--- src/include/ppc_pkg.sv ---
// ==========================================================================
// Shared constants for the port pin configuration block
// ==========================================================================
package ppc_pkg;

    // ======================================================================
    // Widths
    // ======================================================================
    localparam int PIN_N = 32;
    localparam int PORT_W = 8;
    localparam int ADDR_W = 5;
    localparam int DATA_W = 32;

    // ======================================================================
    // Register byte offsets
    // ======================================================================
    localparam logic [4:0] OFS_ROUTER_CFG2 = 5'h00;
    localparam logic [4:0] OFS_PORT3_IRQ = 5'h04;
    localparam logic [4:0] OFS_OUT_MODE = 5'h08;
    localparam logic [4:0] OFS_PORT_DATA = 5'h0C;
    localparam logic [4:0] OFS_P1_IN_MODE = 5'h10;
    localparam logic [4:0] OFS_PIN_LEVEL = 5'h14;
    localparam logic [4:0] OFS_RMW_LATCH = 5'h18;
    localparam logic [4:0] OFS_IRQ_ENABLE = 5'h1C;

    // ======================================================================
    // Field positions
    // ======================================================================
    localparam int BIT_PULLUP_GDIS = 7;
    localparam int BIT_ROUTER_EN = 6;
    localparam int BIT_MEMIF_RESERVE = 1;
    localparam int BIT_MEMIF_MUX = 0;
    localparam int BIT_EDGE7_FLAG = 7;
    localparam int BIT_EDGE6_FLAG = 6;
    localparam int BIT_EDGE7_POL = 3;
    localparam int BIT_EDGE6_POL = 2;
    localparam int BIT_EDGE6_EN = 0;
    localparam int BIT_EDGE7_EN = 1;
    localparam int PIN_EDGE6 = 30;
    localparam int PIN_EDGE7 = 31;
    localparam int P1_LSB = 8;

    // ======================================================================
    // Reset values
    // ======================================================================
    localparam logic [7:0] RST_ROUTER_CFG2 = 8'h00;
    localparam logic [31:0] RST_OUT_MODE = 32'h0000_0000;
    localparam logic [31:0] RST_PORT_DATA = 32'hFFFF_FFFF;
    localparam logic [7:0] RST_P1_IN_MODE = 8'hFF;
    localparam logic [1:0] RST_POL = 2'h0;
    localparam logic [1:0] RST_EN = 2'h0;

    // ======================================================================
    // Pin groups
    // ======================================================================
    localparam logic [7:0] P0_RESERVE_NONMUX = 8'hC0;
    localparam logic [7:0] P0_RESERVE_MUX = 8'hE0;
    localparam logic [31:0] DATA_BUS_MASK = 32'hFF00_0000;
    localparam logic [31:0] ZERO_WORD = 32'h0000_0000;

endpackage

--- src/include/ppc_edge_if.sv ---
`timescale 1ns/1ps
// ==========================================================================
// Edge detector hookup
// ==========================================================================
interface ppc_edge_if;
    logic raw;
    logic polarity;
    logic edge_seen;

    modport det (input raw, input polarity, output edge_seen);
    modport ctl (output raw, output polarity, input edge_seen);
endinterface

--- src/ppc_edge_det.sv ---
`timescale 1ns/1ps
// ==========================================================================
// Synchronised edge detector, polarity 0 falling, 1 rising
// ==========================================================================
module ppc_edge_det (
    input wire logic ref_clk_i,
    input wire logic nrst_i,
    ppc_edge_if.det eif
);
    logic sync_a;
    logic sync_b;
    logic prev;
    logic next_edge;

    // Two-stage synchroniser then history flop
    always_ff @(posedge ref_clk_i) begin
        if (!nrst_i) begin
            sync_a <= 1'b1;
            sync_b <= 1'b1;
            prev <= 1'b1;
        end else begin
            sync_a <= eif.raw;
            sync_b <= sync_a;
            prev <= sync_b;
        end
    end

    // Selected edge, one-cycle pulse
    assign next_edge = eif.polarity ? (sync_b & ~prev) : (~sync_b & prev);
    assign eif.edge_seen = next_edge;
endmodule

--- src/ppc_pin_cell.sv ---
`timescale 1ns/1ps
// ==========================================================================
// One port pin: driver, pull-up and digital input path
// ==========================================================================
module ppc_pin_cell (
    input wire logic router_en_i,
    input wire logic latch_i,
    input wire logic push_pull_i,
    input wire logic periph_own_i,
    input wire logic periph_out_i,
    input wire logic in_assign_i,
    input wire logic memif_ovr_i,
    input wire logic memif_out_i,
    input wire logic memif_rd_off_i,
    input wire logic analog_i,
    input wire logic pullup_gdis_i,
    input wire logic pad_i,
    output wire logic out_o,
    output wire logic oe_o,
    output wire logic pullup_o,
    output wire logic din_o
);
    wire logic val;
    wire logic mode_oe;
    wire logic block_oe;

    // Output value source: memory interface, then peripheral, then latch
    assign val = memif_ovr_i ? memif_out_i :
                 (periph_own_i ? periph_out_i : latch_i);

    // Push-pull always drives, open-drain only drives a low
    assign mode_oe = push_pull_i | ~val;

    // Driver disables; analog mode deliberately not among them
    assign block_oe = ~router_en_i |
                      (in_assign_i & ~memif_ovr_i) |
                      memif_rd_off_i;

    assign oe_o = mode_oe & ~block_oe;
    assign out_o = val;

    // Pull-up off when globally disabled, analog, or driving low
    assign pullup_o = ~pullup_gdis_i & ~analog_i & ~(oe_o & ~val);

    // Analog pins read as zero
    assign din_o = pad_i & ~analog_i;
endmodule

--- src/ppc_top.sv ---
// The register offsets and register access over Avalon-MM are this design's own decisions.
`timescale 1ns/1ps
// Notes on behaviour
// - Open-drain mode with latch one leaves the pin undriven, a digital input.
// - Pins the router gives to peripheral inputs have their driver off unless the memory interface owns them.
// - P3.6 and P3.7 raise edge interrupts, polarity bit picks rising or falling.
// - A selected edge on either pin sets that pin's flag.
// - A set flag whose enable is on raises an interrupt request.
// - Pull-ups on after reset; global disable bit turns all off.
// - A pin driving low has its pull-up switched off.
// - Port 1 input mode bit zero selects analog; all default digital.
// - Analog pins block the digital path and read back zero.
// - Analog mode removes the pull-up regardless of the global bit.
// - The router skips Port 1 analog pins for digital peripherals.
// - Analog mode leaves the output driver enabled.
// - Memory reserve keeps P0.7, P0.6 and in mux mode P0.5 off the router.
// - During off-chip moves with memory reserve set the memory interface owns affected pin outputs.
// - Memory activity keeps output modes; reads disable data bus drivers.
// - All port drivers stay off until router enable is set.
// - Mode bit one is push-pull, zero open-drain.
// - Data reads give pin level; read-modify-write reads give the latch.
module ppc_top (
    input wire logic ref_clk_i,
    input wire logic nrst_i,
    // Avalon-MM slave
    input wire logic [ppc_pkg::ADDR_W-1:0] avs_address_i,
    input wire logic avs_read_i,
    input wire logic avs_write_i,
    input wire logic [ppc_pkg::DATA_W-1:0] avs_writedata_i,
    input wire logic [3:0] avs_byteenable_i,
    output logic [ppc_pkg::DATA_W-1:0] avs_readdata_o,
    output logic avs_waitrequest_o,
    // Pads
    input wire logic [ppc_pkg::PIN_N-1:0] pad_i,
    output logic [ppc_pkg::PIN_N-1:0] pad_o,
    output logic [ppc_pkg::PIN_N-1:0] pad_oe_o,
    output logic [ppc_pkg::PIN_N-1:0] pullup_en_o,
    // Peripheral router
    input wire logic [ppc_pkg::PIN_N-1:0] periph_out_en_i,
    input wire logic [ppc_pkg::PIN_N-1:0] periph_out_i,
    input wire logic [ppc_pkg::PIN_N-1:0] periph_in_assign_i,
    output logic [ppc_pkg::PIN_N-1:0] router_eligible_o,
    // External memory interface
    input wire logic memif_active_i,
    input wire logic memif_read_i,
    input wire logic [ppc_pkg::PIN_N-1:0] memif_pin_en_i,
    input wire logic [ppc_pkg::PIN_N-1:0] memif_out_i,
    // Interrupt requests
    output logic edge6_irq_o,
    output logic edge7_irq_o
);
    // ======================================================================
    // Register state
    // ======================================================================
    logic [7:0] router_config_reg2;
    logic [1:0] edge_polarity;
    logic edge6_irq_flag;
    logic edge7_irq_flag;
    logic [1:0] irq_enable;
    logic [ppc_pkg::PIN_N-1:0] port_output_mode_reg;
    logic [ppc_pkg::PIN_N-1:0] port_latch;
    logic [7:0] port1_input_mode_reg;

    // ======================================================================
    // Bus decode
    // ======================================================================
    wire logic wr_acc;
    wire logic rd_start;
    wire logic [31:0] be_mask;
    wire logic sel_cfg2;
    wire logic sel_p3irq;
    wire logic sel_mode;
    wire logic sel_data;
    wire logic sel_inmode;
    wire logic sel_level;
    wire logic sel_rmw;
    wire logic sel_irqen;
    wire logic [31:0] rd_mux;
    wire logic [7:0] port3_irq_reg;

    // Write lands at the edge where waitrequest is seen low
    assign wr_acc = avs_write_i & ~avs_waitrequest_o;
    assign rd_start = avs_read_i & avs_waitrequest_o;

    // Byte lanes to bit mask
    assign be_mask = {{8{avs_byteenable_i[3]}}, {8{avs_byteenable_i[2]}},
                      {8{avs_byteenable_i[1]}}, {8{avs_byteenable_i[0]}}};

    assign sel_cfg2 = (avs_address_i == ppc_pkg::OFS_ROUTER_CFG2);
    assign sel_p3irq = (avs_address_i == ppc_pkg::OFS_PORT3_IRQ);
    assign sel_mode = (avs_address_i == ppc_pkg::OFS_OUT_MODE);
    assign sel_data = (avs_address_i == ppc_pkg::OFS_PORT_DATA);
    assign sel_inmode = (avs_address_i == ppc_pkg::OFS_P1_IN_MODE);
    assign sel_level = (avs_address_i == ppc_pkg::OFS_PIN_LEVEL);
    assign sel_rmw = (avs_address_i == ppc_pkg::OFS_RMW_LATCH);
    assign sel_irqen = (avs_address_i == ppc_pkg::OFS_IRQ_ENABLE);

    // ======================================================================
    // Derived control
    // ======================================================================
    wire logic router_enable;
    wire logic pullup_global_disable;
    wire logic memif_low_port_reserve;
    wire logic memif_mux_mode;
    wire logic [7:0] p0_reserved;
    wire logic [ppc_pkg::PIN_N-1:0] skip;
    wire logic [ppc_pkg::PIN_N-1:0] eligible;
    wire logic [ppc_pkg::PIN_N-1:0] analog;
    wire logic [ppc_pkg::PIN_N-1:0] memif_ovr;
    wire logic [ppc_pkg::PIN_N-1:0] memif_rd_off;
    wire logic [ppc_pkg::PIN_N-1:0] next_pad;
    wire logic [ppc_pkg::PIN_N-1:0] next_oe;
    wire logic [ppc_pkg::PIN_N-1:0] next_pullup;
    wire logic [ppc_pkg::PIN_N-1:0] din;

    assign router_enable = router_config_reg2[ppc_pkg::BIT_ROUTER_EN];
    assign pullup_global_disable = router_config_reg2[ppc_pkg::BIT_PULLUP_GDIS];
    assign memif_low_port_reserve = router_config_reg2[ppc_pkg::BIT_MEMIF_RESERVE];
    assign memif_mux_mode = router_config_reg2[ppc_pkg::BIT_MEMIF_MUX];

    // Port 0 pins held back for the memory strobes
    assign p0_reserved = ~memif_low_port_reserve ? 8'h00 :
                         (memif_mux_mode ? ppc_pkg::P0_RESERVE_MUX :
                          ppc_pkg::P0_RESERVE_NONMUX);

    // Port 1 analog pins, other ports never analog
    assign analog = {16'h0000, ~port1_input_mode_reg, 8'h00};

    // Pins the router must pass over
    assign skip = {16'h0000, ~port1_input_mode_reg, p0_reserved};
    assign eligible = ~skip;

    // Memory interface takes affected pins only when on the low ports
    assign memif_ovr = (memif_low_port_reserve & memif_active_i) ?
                       memif_pin_en_i : ppc_pkg::ZERO_WORD;
    assign memif_rd_off = memif_read_i ? (memif_ovr & ppc_pkg::DATA_BUS_MASK) :
                          ppc_pkg::ZERO_WORD;

    // ======================================================================
    // Pin cells
    // ======================================================================
    genvar gi;
    generate
        for (gi = 0; gi < ppc_pkg::PIN_N; gi = gi + 1) begin : g_pin
            ppc_pin_cell u_cell (
                .router_en_i(router_enable),
                .latch_i(port_latch[gi]),
                .push_pull_i(port_output_mode_reg[gi]),
                .periph_own_i(periph_out_en_i[gi] & eligible[gi]),
                .periph_out_i(periph_out_i[gi]),
                .in_assign_i(periph_in_assign_i[gi] & eligible[gi]),
                .memif_ovr_i(memif_ovr[gi]),
                .memif_out_i(memif_out_i[gi]),
                .memif_rd_off_i(memif_rd_off[gi]),
                .analog_i(analog[gi]),
                .pullup_gdis_i(pullup_global_disable),
                .pad_i(pad_i[gi]),
                .out_o(next_pad[gi]),
                .oe_o(next_oe[gi]),
                .pullup_o(next_pullup[gi]),
                .din_o(din[gi])
            );
        end
    endgenerate

    // ======================================================================
    // Edge interrupt pins
    // ======================================================================
    ppc_edge_if eif6 ();
    ppc_edge_if eif7 ();

    assign eif6.raw = pad_i[ppc_pkg::PIN_EDGE6];
    assign eif6.polarity = edge_polarity[0];
    assign eif7.raw = pad_i[ppc_pkg::PIN_EDGE7];
    assign eif7.polarity = edge_polarity[1];

    ppc_edge_det u_edge6 (
        .ref_clk_i(ref_clk_i),
        .nrst_i(nrst_i),
        .eif(eif6)
    );

    ppc_edge_det u_edge7 (
        .ref_clk_i(ref_clk_i),
        .nrst_i(nrst_i),
        .eif(eif7)
    );

    // Flag clears: byte lane 0 written with the flag bit at zero
    wire logic clr6;
    wire logic clr7;
    wire logic next_flag6;
    wire logic next_flag7;

    assign clr6 = wr_acc & sel_p3irq & avs_byteenable_i[0] &
                  ~avs_writedata_i[ppc_pkg::BIT_EDGE6_FLAG];
    assign clr7 = wr_acc & sel_p3irq & avs_byteenable_i[0] &
                  ~avs_writedata_i[ppc_pkg::BIT_EDGE7_FLAG];

    // New edge wins over a clear in the same cycle
    assign next_flag6 = eif6.edge_seen | (edge6_irq_flag & ~clr6);
    assign next_flag7 = eif7.edge_seen | (edge7_irq_flag & ~clr7);

    assign port3_irq_reg = {edge7_irq_flag, edge6_irq_flag, 2'h0,
                            edge_polarity[1], edge_polarity[0], 2'h0};

    // ======================================================================
    // Read data selection
    // ======================================================================
    assign rd_mux = sel_cfg2 ? {24'h000000, router_config_reg2} :
                    sel_p3irq ? {24'h000000, port3_irq_reg} :
                    sel_mode ? port_output_mode_reg :
                    sel_data ? din :
                    sel_inmode ? {24'h000000, port1_input_mode_reg} :
                    sel_level ? din :
                    sel_rmw ? port_latch :
                    sel_irqen ? {30'h00000000, irq_enable} :
                    ppc_pkg::ZERO_WORD;

    // ======================================================================
    // Bus handshake: one wait cycle per access
    // ======================================================================
    always_ff @(posedge ref_clk_i) begin
        if (!nrst_i) begin
            avs_waitrequest_o <= 1'b1;
            avs_readdata_o <= ppc_pkg::ZERO_WORD;
        end else begin
            avs_waitrequest_o <= ~((avs_read_i | avs_write_i) & avs_waitrequest_o);
            if (rd_start) begin
                avs_readdata_o <= rd_mux;
            end
        end
    end

    // ======================================================================
    // Configuration registers
    // ======================================================================
    always_ff @(posedge ref_clk_i) begin
        if (!nrst_i) begin
            router_config_reg2 <= ppc_pkg::RST_ROUTER_CFG2;
            edge_polarity <= ppc_pkg::RST_POL;
            irq_enable <= ppc_pkg::RST_EN;
        end else if (wr_acc & avs_byteenable_i[0]) begin
            if (sel_cfg2) begin
                router_config_reg2 <= avs_writedata_i[7:0];
            end
            if (sel_p3irq) begin
                edge_polarity <= {avs_writedata_i[ppc_pkg::BIT_EDGE7_POL],
                                  avs_writedata_i[ppc_pkg::BIT_EDGE6_POL]};
            end
            if (sel_irqen) begin
                irq_enable <= {avs_writedata_i[ppc_pkg::BIT_EDGE7_EN],
                               avs_writedata_i[ppc_pkg::BIT_EDGE6_EN]};
            end
        end
    end

    // Port mode, data latch and Port 1 input mode
    always_ff @(posedge ref_clk_i) begin
        if (!nrst_i) begin
            port_output_mode_reg <= ppc_pkg::RST_OUT_MODE;
            port_latch <= ppc_pkg::RST_PORT_DATA;
            port1_input_mode_reg <= ppc_pkg::RST_P1_IN_MODE;
        end else if (wr_acc) begin
            if (sel_mode) begin
                port_output_mode_reg <= (port_output_mode_reg & ~be_mask) |
                                        (avs_writedata_i & be_mask);
            end
            if (sel_data | sel_rmw) begin
                port_latch <= (port_latch & ~be_mask) | (avs_writedata_i & be_mask);
            end
            if (sel_inmode & avs_byteenable_i[0]) begin
                port1_input_mode_reg <= avs_writedata_i[7:0];
            end
        end
    end

    // ======================================================================
    // Flags and registered outputs
    // ======================================================================
    always_ff @(posedge ref_clk_i) begin
        if (!nrst_i) begin
            edge6_irq_flag <= 1'b0;
            edge7_irq_flag <= 1'b0;
            edge6_irq_o <= 1'b0;
            edge7_irq_o <= 1'b0;
        end else begin
            edge6_irq_flag <= next_flag6;
            edge7_irq_flag <= next_flag7;
            edge6_irq_o <= edge6_irq_flag & irq_enable[0];
            edge7_irq_o <= edge7_irq_flag & irq_enable[1];
        end
    end

    // Pad drive, enable, pull-up and router eligibility
    always_ff @(posedge ref_clk_i) begin
        if (!nrst_i) begin
            pad_o <= ppc_pkg::ZERO_WORD;
            pad_oe_o <= ppc_pkg::ZERO_WORD;
            pullup_en_o <= ~ppc_pkg::ZERO_WORD;
            router_eligible_o <= ppc_pkg::ZERO_WORD;
        end else begin
            pad_o <= next_pad;
            pad_oe_o <= next_oe;
            pullup_en_o <= next_pullup;
            router_eligible_o <= eligible;
        end
    end
endmodule

--- config.mk ---
export PLATFORM = sky130hd
export DESIGN_NAME = ppc_top
export DESIGN_NICKNAME = d
export VERILOG_FILES = /design/src/include/ppc_pkg.sv /design/src/include/ppc_edge_if.sv /design/src/ppc_edge_det.sv /design/src/ppc_pin_cell.sv /design/src/ppc_top.sv
export SDC_FILE = /design/constraint.sdc
export NUM_CORES = 1
export LEC_CHECK = 0
export BUFFER_PORTS_ARGS = -buffer_cell sky130_fd_sc_hd__buf_2
export CORE_MARGIN = 1
export CORE_UTILIZATION = 40
export CTS_CLUSTER_DIAMETER = 40
export CTS_CLUSTER_SIZE = 16
export DETAILED_ROUTE_END_ITERATION = 7
export PLACE_DENSITY = 0.66
export SLEW_MARGIN = 10
export SYNTH_ARGS = -nofsm -noshare
export SYNTH_HDL_FRONTEND = slang
export SYNTH_HIERARCHICAL = 1
export SYNTH_SLANG_ARGS = --single-unit
--- constraint.sdc ---
create_clock -name ref_clk_i -period 2.8 [get_ports ref_clk_i]
set_input_delay 0.28 -clock ref_clk_i [delete_from_list [all_inputs] [get_ports ref_clk_i]]
set_output_delay 0.28 -clock ref_clk_i [all_outputs]
set_load 0.03 [all_outputs]
==> impl_metrics.prom, run 1 <==
# TYPE chip_impl_metric gauge
chip_impl_metric{name="worst_path_buf_inv",unit=""} 0
chip_impl_metric{name="path_max_fanout",unit=""} 18
chip_impl_info{name="rsz0062_at_grt",value="no"} 1
chip_impl_info{name="yosys_most_used_dff",value="sky130_fd_sc_hd__dfxtp_1"} 1
chip_impl_info{name="cts-root-buf",value="sky130_fd_sc_hd__clkbuf_16"} 1
chip_impl_metric{name="quantity_of_i_o_buffers_inserted_on_ports",unit=""} 401
chip_impl_metric{name="ys_async_sr_fraction",unit="%"} 0
chip_impl_metric{name="maxCapViolCount",unit=""} 0
chip_impl_metric{name="netSwitchingFraction",unit="%"} 22.02
chip_impl_info{name="cp_top_family",value="simple AND/OR/NAND/NOR gates"} 1
chip_impl_metric{name="finalWeightedCongestion",unit=""} 0.8628
chip_impl_metric{name="grt_remaining_overflow",unit=""} 0
chip_impl_metric{name="setup-tns-final",unit="ns"} 0
chip_impl_metric{name="cp.arrival",unit="ns"} 2.38
chip_impl_metric{name="max-slew-margin-rel",unit="%"} 31.68
chip_impl_metric{name="grt_first_pass_wirelength",unit="um"} 59360
chip_impl_metric{name="final_layout_size_suffix_gt1_share",unit="%"} 29.25
chip_impl_metric{name="seq_power_share",unit="%"} 31.5
chip_impl_metric{name="powerDensity",unit="nW/um^2"} 665.8
chip_impl_metric{name="syn2layout_area_growth",unit="%"} 38.24
chip_impl_metric{name="antenna_found_initial",unit=""} 4
chip_impl_metric{name="comb_power_share",unit="%"} 9.0
chip_impl_metric{name="max_freq",unit="MHz"} 513.2
chip_impl_metric{name="synth.ff_latch_count",unit=""} 234
chip_impl_metric{name="fin_area",unit="sq um"} 16440
chip_impl_metric{name="grt_max_degree",unit=""} 88
chip_impl_metric{name="cts_resized",unit=""} 0
chip_impl_metric{name="dpl-instance-area",unit="sq um"} 14340
chip_impl_metric{name="detailedRoute.firstIterationViolations",unit=""} 517
chip_impl_metric{name="final_max_slew_viol_count",unit=""} 0
chip_impl_metric{name="grt.met1_usage",unit="%"} 29.66
chip_impl_info{name="layout.cells.most_common_list",value="400 x sky130_fd_sc_hd__buf_2, 231 x sky130_fd_sc_hd__dfxtp_1, 143 x sky130_fd_sc_hd__nor2b_1"} 1
chip_impl_info{name="worst_setup_path_end_kind",value="flip-flop"} 1
chip_impl_metric{name="synth_cell_type_count",unit=""} 50
chip_impl_metric{name="final_worst_path_period_share",unit="%"} 69.58
chip_impl_info{name="min_path_type",value="input pin to flip-flop"} 1
chip_impl_metric{name="clock-skew-final",unit="ns"} 0.02533
chip_impl_metric{name="io_pins",unit=""} 402
chip_impl_metric{name="placed_cells_incl_taps",unit=""} 2155
chip_impl_metric{name="fin_nets",unit=""} 2081
chip_impl_metric{name="num_vias",unit=""} 11204
chip_impl_metric{name="max_stage_delay",unit="ns"} 0.64
chip_impl_metric{name="firstDrtPassIters",unit=""} 5
chip_impl_metric{name="shortest_period_the_worst_path_allows",unit="ns"} 1.948
chip_impl_metric{name="first_global_vias",unit=""} 11113
chip_impl_metric{name="ys.warnings.count",unit=""} 6
chip_impl_metric{name="instances_no_fill",unit=""} 2264
chip_impl_metric{name="synth_cells",unit=""} 1373
chip_impl_metric{name="dieArea",unit="sq um"} 30420
chip_impl_metric{name="use_met2",unit="%"} 42.40
chip_impl_metric{name="worstPathRequired",unit="ns"} 3.23
chip_impl_info{name="timing.setup.critical_path_class",value="flip-flop to flip-flop"} 1
chip_impl_metric{name="cts_post_setup_buffers_inserted",unit=""} 0
chip_impl_metric{name="floorplan.initialDensity",unit="%"} 40.99
chip_impl_info{name="critPathMostFrequentCell",value="sky130_fd_sc_hd__and2_1"} 1
chip_impl_info{name="cts_tree",value="yes"} 1
chip_impl_metric{name="floorplan.die.height",unit="um"} 174.4
chip_impl_metric{name="die_x",unit="um"} 174.4
chip_impl_metric{name="timing_worst_slew_pin_value",unit="ns"} 1.025
chip_impl_metric{name="clkLatencyLatePin",unit="ns"} 0.54
chip_impl_metric{name="drt_wl_total",unit="um"} 38640
chip_impl_metric{name="clock_sinks",unit=""} 234
chip_impl_info{name="globalRoute.busiestLayer",value="met2"} 1
chip_impl_info{name="critPathSlowestCell",value="sky130_fd_sc_hd__dfxtp_2"} 1
chip_impl_metric{name="number_of_buffers_created_by_cts",unit=""} 44
chip_impl_metric{name="postRouteAntennaNets",unit=""} 0
chip_impl_metric{name="num_rows",unit=""} 62
chip_impl_metric{name="internal-power",unit="mW"} 8.534
chip_impl_info{name="most_frequent_standard_cell_in_the_layout_excluding_fill_and_tap_cells",value="sky130_fd_sc_hd__buf_2"} 1
chip_impl_metric{name="routed_via_density",unit=""} 4.949
chip_impl_metric{name="number_of_flops_mapped_to_enable_cells_by_yosys",unit=""} 0
chip_impl_info{name="critical_path.startpoint_type",value="flip-flop"} 1
chip_impl_metric{name="drcViolationCount",unit=""} 0
chip_impl_metric{name="wl_per_cell",unit="um"} 17.07
chip_impl_metric{name="finalSetupViolCount",unit=""} 0
chip_impl_metric{name="timing_hold_violations_final",unit=""} 0
chip_impl_info{name="outcome",value="completed"} 1
chip_impl_metric{name="irDropWorstVdd",unit="mV"} 0.3820
chip_impl_metric{name="synth.cell_area",unit="sq um"} 11890
chip_impl_metric{name="power.leakage",unit="nW"} 7.780
chip_impl_metric{name="share_clk_of_total_power",unit="%"} 59.5
chip_impl_metric{name="max-clock-path-buffers",unit=""} 3
chip_impl_metric{name="seq_area_frac_synth",unit="%"} 39.39
chip_impl_metric{name="dp_hpwl",unit="um"} 27590
chip_impl_metric{name="cts.hold.buffers_added",unit=""} 25
chip_impl_metric{name="netSwitchingPower",unit="mW"} 2.410
chip_impl_metric{name="groute.usage.overall",unit="%"} 24.61
chip_impl_metric{name="clkTransAtPathRegs",unit="ns"} 0.05
chip_impl_info{name="path_cells",value="nand2_1 -> and2_1 -> mux2i_1 -> and2_4 -> o31a_1 -> and2_1"} 1
chip_impl_metric{name="cts.htree.levels",unit=""} 2
chip_impl_metric{name="placeableCoreArea",unit="sq um"} 29010
chip_impl_metric{name="total_power",unit="mW"} 10.94
chip_impl_metric{name="syn_area_per_cell",unit="sq um"} 8.661
chip_impl_metric{name="use_met3",unit="%"} 5.140
## per-layer routing
layer / vias to the layer above / share of wire, %
li1: 5513 / -
met1: 5222 / 42
met2: 377 / 48
met3: 92 / 6.2
met4: 0 / 3.4
met5: - / 0
## through the flow
step	hold WS (ns)	utilization, %	setup WS [ns]
global route	0.02266	56.65	0.7240
floorplan	0.3077	-	1.063
detailed placement	0.3909	49.44	0.5953
global placement	0.3896	49.44	0.6750
CTS	0.01037	56.63	0.8329
finish	0.02005	56.66	0.8516
## final cells by class
type	instances	area [sq um]
clock buffer	58	1296
timing repair buffer	439	2386
multi-input combinational	1078	6870
inverter	45	168.9
clock inverter	23	540.5
tap	384	480.5
fill	2691	12570
antenna	3	7.507
sequential	234	4688
## cells in the mapped netlist, types with 4 or more instances
library cell | number | area, sq um
sky130_fd_sc_hd__nor2b_1 | 143 | 894.6
sky130_fd_sc_hd__and2_1 | 100 | 625.6
sky130_fd_sc_hd__nor2_1 | 102 | 382.9
sky130_fd_sc_hd__a21oi_1 | 80 | 400.4
sky130_fd_sc_hd__o21a_1 | 33 | 247.7
sky130_fd_sc_hd__nor3_1 | 4 | 20.02
sky130_fd_sc_hd__o21ai_0 | 33 | 165.2
sky130_fd_sc_hd__nand2_1 | 104 | 390.4
sky130_fd_sc_hd__dfxtp_1 | 234 | 4684
sky130_fd_sc_hd__nand4_4 | 6 | 127.6
sky130_fd_sc_hd__o2bb2ai_1 | 24 | 210.2
sky130_fd_sc_hd__buf_2 | 6 | 30.03
sky130_fd_sc_hd__clkbuf_1 | 52 | 195.2
sky130_fd_sc_hd__a221oi_1 | 5 | 43.79
sky130_fd_sc_hd__nand3_1 | 7 | 35.03
sky130_fd_sc_hd__nand2b_1 | 74 | 462.9
sky130_fd_sc_hd__buf_4 | 25 | 187.7
sky130_fd_sc_hd__inv_1 | 45 | 168.9
sky130_fd_sc_hd__o221ai_1 | 5 | 43.79
sky130_fd_sc_hd__mux2i_1 | 122 | 1221
sky130_fd_sc_hd__and3_1 | 37 | 231.5
sky130_fd_sc_hd__o31a_1 | 32 | 280.3
sky130_fd_sc_hd__a31oi_1 | 28 | 175.2
sky130_fd_sc_hd__and2_4 | 32 | 280.3
## worst reg2reg max path: stages, from the launching register on
cell and delay, ns:
sky130_fd_sc_hd__dfxtp_2 0.64, sky130_fd_sc_hd__nand2_1 0.29, sky130_fd_sc_hd__and2_1 0.24, sky130_fd_sc_hd__mux2i_1 0.13, sky130_fd_sc_hd__and2_4 0.17, sky130_fd_sc_hd__o31a_1 0.23, sky130_fd_sc_hd__and2_1 0.16
## cell families after synthesis
| kind of cell | after synthesis | share of synthesized area [%] |
|---|---|---|
| AND/OR/NAND/NOR | 626 | 30.52 |
| AO/OA/AOI/OAI | 256 | 14.33 |
| other | 1 | 0.03154 |
| flip-flops | 234 | 39.39 |
| XOR/XNOR | 2 | 0.3052 |
| buffers and inverters | 132 | 5.145 |
| multiplexers | 122 | 10.27 |
## power by group through the flow
stage                     Clock [mW]  Combinational [mW]  Sequential (mW)
after floorplan                    0               0.458             3.65
after global placement             0               0.940             3.51
after detailed placement           0               0.949             3.51
after CTS                       6.60               0.984             3.45
after global routing            6.76                1.06             3.45
final                           6.51               0.983             3.45
## worst paths after layout
| path | startpoint | to | slack [ns] | cells after the start |
|---|---|---|---|---|
| max | router_config_reg2[1] | pad_oe_o[5] | 0.85 | 6 |
| min | avs_writedata_i[28] | flip-flop | 0.02 | 3 |
| max reg2reg | router_config_reg2[1] | pad_oe_o[5] | 0.85 | 6 |
| min reg2reg | u_edge7/sync_a | u_edge7/sync_b | 0.38 | 1 |
Power figures use the tool's default switching activity.
==> run 2, diff against run 1 <==
Settings changed: PLACE_DENSITY 0.66 to 0.68.
Clock period 2.8 ns to 1.74 ns, I/O delays scaled along.
==> run 2 against run 1 <==
Against the previous run: sequential cell count is the same; largest cell class unchanged; power increased by 39%; clock skew shrank 0.0033 ns; first-iteration DRC count rose by 8.3%; highest routed layer unchanged; largest power group unchanged.
==> impl_metrics.prom, run 2 (same netlist as run 1, synthesis figures left out) <==
# TYPE chip_impl_metric gauge
chip_impl_metric{name="register_area",unit="sq um"} 4688
chip_impl_info{name="most_frequent_standard_cell_in_the_layout_excluding_fill_and_tap_cells",value="sky130_fd_sc_hd__buf_2"} 1
chip_impl_metric{name="comb_power_share",unit="%"} 11.0
chip_impl_metric{name="final_max_slew_viol_count",unit=""} 0
chip_impl_metric{name="worst_r2r_path_depth",unit=""} 4
chip_impl_metric{name="use_met2",unit="%"} 42.00
chip_impl_metric{name="cp.arrival",unit="ns"} 1.97
chip_impl_metric{name="grt_remaining_overflow",unit=""} 0
chip_impl_metric{name="worstPathRequired",unit="ns"} 2.12
chip_impl_metric{name="grt_max_degree",unit=""} 57
chip_impl_metric{name="r2r_setup_slack",unit="ns"} 0.16
chip_impl_metric{name="finalSetupViolCount",unit=""} 0
chip_impl_metric{name="netSwitchingFraction",unit="%"} 25.01
chip_impl_info{name="r2r_path_start",value="avs_waitrequest_o"} 1
chip_impl_metric{name="fin_area",unit="sq um"} 16410
chip_impl_metric{name="io_pins",unit=""} 402
chip_impl_metric{name="drt_wl_total",unit="um"} 38940
chip_impl_metric{name="syn2layout_area_growth",unit="%"} 37.97
chip_impl_metric{name="netSwitchingPower",unit="mW"} 3.797
chip_impl_metric{name="seq_power_share",unit="%"} 36.5
chip_impl_metric{name="routed_via_density",unit=""} 4.888
chip_impl_metric{name="number_of_buffers_created_by_cts",unit=""} 40
chip_impl_metric{name="max_freq",unit="MHz"} 631.1
chip_impl_metric{name="final_worst_path_period_share",unit="%"} 91.07
chip_impl_metric{name="setup-tns-final",unit="ns"} 0
chip_impl_metric{name="num_rows",unit=""} 62
chip_impl_metric{name="floorplan.die.height",unit="um"} 174.4
chip_impl_metric{name="share_clk_of_total_power",unit="%"} 52.6
chip_impl_metric{name="finalWeightedCongestion",unit=""} 0.8755
chip_impl_metric{name="grt_first_pass_wirelength",unit="um"} 59670
chip_impl_metric{name="postRouteAntennaNets",unit=""} 0
chip_impl_info{name="worst_setup_path_end_kind",value="flip-flop"} 1
chip_impl_info{name="rsz0062_at_grt",value="no"} 1
chip_impl_metric{name="firstDrtPassIters",unit=""} 5
chip_impl_metric{name="groute.usage.overall",unit="%"} 24.80
chip_impl_metric{name="power.leakage",unit="nW"} 7.772
chip_impl_metric{name="grt.met1_usage",unit="%"} 29.93
chip_impl_metric{name="quantity_of_i_o_buffers_inserted_on_ports",unit=""} 401
chip_impl_metric{name="clkLatencyLatePin",unit="ns"} 0.51
chip_impl_info{name="layout.cells.most_common_list",value="400 x sky130_fd_sc_hd__buf_2, 231 x sky130_fd_sc_hd__dfxtp_1, 143 x sky130_fd_sc_hd__nor2b_1"} 1
chip_impl_metric{name="path_max_fanout",unit=""} 8
chip_impl_metric{name="irDropWorstVdd",unit="mV"} 0.5390
chip_impl_metric{name="wl_per_cell",unit="um"} 16.95
chip_impl_metric{name="max-clock-path-buffers",unit=""} 3
chip_impl_metric{name="final.fill_count",unit=""} 2644
chip_impl_info{name="globalRoute.busiestLayer",value="met2"} 1
chip_impl_metric{name="num_vias",unit=""} 11228
chip_impl_metric{name="cts.htree.levels",unit=""} 2
chip_impl_metric{name="timing_hold_violations_final",unit=""} 0
chip_impl_metric{name="use_met3",unit="%"} 6.037
chip_impl_metric{name="final_layout_size_suffix_gt1_share",unit="%"} 29.80
chip_impl_metric{name="multi_input_area",unit="sq um"} 6870
chip_impl_metric{name="drcViolationCount",unit=""} 0
chip_impl_metric{name="cts_resized",unit=""} 0
chip_impl_metric{name="powerDensity",unit="nW/um^2"} 925.4
chip_impl_metric{name="placeableCoreArea",unit="sq um"} 29010
chip_impl_metric{name="fin_nets",unit=""} 2115
chip_impl_metric{name="clock-skew-final",unit="ns"} 0.02205
chip_impl_metric{name="dpl-instance-area",unit="sq um"} 14670
chip_impl_info{name="timing.setup.critical_path_class",value="flip-flop to flip-flop"} 1
chip_impl_metric{name="antenna_found_initial",unit=""} 8
chip_impl_metric{name="floorplan.initialDensity",unit="%"} 40.99
chip_impl_info{name="min_path_type",value="input pin to flip-flop"} 1
chip_impl_info{name="outcome",value="completed"} 1
chip_impl_metric{name="clkTransAtPathRegs",unit="ns"} 0.06
chip_impl_metric{name="die_x",unit="um"} 174.4
chip_impl_metric{name="detailedRoute.firstIterationViolations",unit=""} 560
chip_impl_metric{name="shortest_period_the_worst_path_allows",unit="ns"} 1.585
chip_impl_metric{name="maxCapViolCount",unit=""} 0
chip_impl_metric{name="first_global_vias",unit=""} 11131
chip_impl_metric{name="dieArea",unit="sq um"} 30420
chip_impl_info{name="critical_path.startpoint_type",value="flip-flop"} 1
chip_impl_metric{name="clock_sinks",unit=""} 234
chip_impl_metric{name="internal-power",unit="mW"} 11.39
chip_impl_info{name="cts_tree",value="yes"} 1
chip_impl_info{name="launching_element_of_the_worst_setup_path",value="avs_waitrequest_o"} 1
chip_impl_metric{name="dp_hpwl",unit="um"} 28740
chip_impl_info{name="cts-root-buf",value="sky130_fd_sc_hd__clkbuf_16"} 1
run 2: changes by cell type in the layout (fill, tap and decap cells not counted), moves of 4 or more:
| cell | change |
|---|---|
| sky130_fd_sc_hd__inv_6 | +4 |
| sky130_fd_sc_hd__clkinv_2 | +5 |
| sky130_fd_sc_hd__diode_2 | +4 |
| sky130_fd_sc_hd__buf_12 | +9 |
| sky130_fd_sc_hd__dlygate4sd3_1 | +10 |
| sky130_fd_sc_hd__clkbuf_16 | -5 |
| sky130_fd_sc_hd__clkbuf_8 | -4 |
| sky130_fd_sc_hd__buf_4 | +19 |
| sky130_fd_sc_hd__bufinv_16 | -12 |
run 2: critical path: stages (launching register included):
cell	delay, ns
sky130_fd_sc_hd__dfxtp_1	0.36
sky130_fd_sc_hd__and3b_1	0.41
sky130_fd_sc_hd__nand3_2	0.35
sky130_fd_sc_hd__mux2i_1	0.26
sky130_fd_sc_hd__nand2_1	0.08
run 2: area by class of cell:
cell class,instances,area share (%)
Timing Repair Buffer,477,17.12
Inverter,45,1.030
Sequential cell,234,28.57
Antenna cell,7,0.1068
Clock inverter,23,1.563
Tap cell,384,2.928
Clock buffer,49,6.802
Multi-Input combinational cell,1078,41.87
run 2: worst min path at each step:
stage	cells after the start	startpoint	endpoint	slack (ns)
finish	4	memif_out_i[5]	pad_o[5]	0.02
global route	3	avs_writedata_i[7]	port1_input_mode_reg[7]	0.01
CTS	3	avs_writedata_i[2]	flip-flop	0.005
detailed placement	2	pad_i[30]	u_edge6/sync_a	0.38
global placement	2	pad_i[30]	u_edge6/sync_a	0.38
floorplan	0	nrst_i	router_eligible_o[30]	0.20
run 2: stage by stage:
step | utilization, % | worst slack [ns] | hold WS [ns] | std cells | power (mW)
floorplan | - | 0.002508 | 0.2017 | 1444 | 6.610
global placement | 50.55 | 0.1008 | 0.3781 | 2183 | 7.224
detailed placement | 50.55 | 0.06534 | 0.3771 | 2183 | 7.239
CTS | 56.49 | 0.1335 | 0.004856 | 2290 | 15.31
global route | 56.52 | 0.01572 | 0.01388 | 2294 | 15.70
finish | 56.55 | 0.1554 | 0.02383 | 2297 | 15.18
run 2: what timing repair did:
| action | 4_1_cts | 5_1_grt |
|---|---|---|
| buffers inserted | 0 | 0 |
| endpoints found under the hold margin | 66 | 0 |
| hold buffers | 35 | 0 |
run 2: power groups by stage:
stage               combinational [mW]  sequential [mW]  clock (mW)
finish                            1.66             5.54        7.98
global route                      1.79             5.55        8.36
CTS                               1.66             5.54        8.11
detailed placement                1.59             5.65           0
global placement                  1.58             5.65           0
floorplan                        0.737             5.87           0
run 2: metal layers:
metal	share of wire, %	wire length (um)
met5	0	0
met4	3.1	1218
met3	6.5	2513
met2	47	18300
met1	43	16910
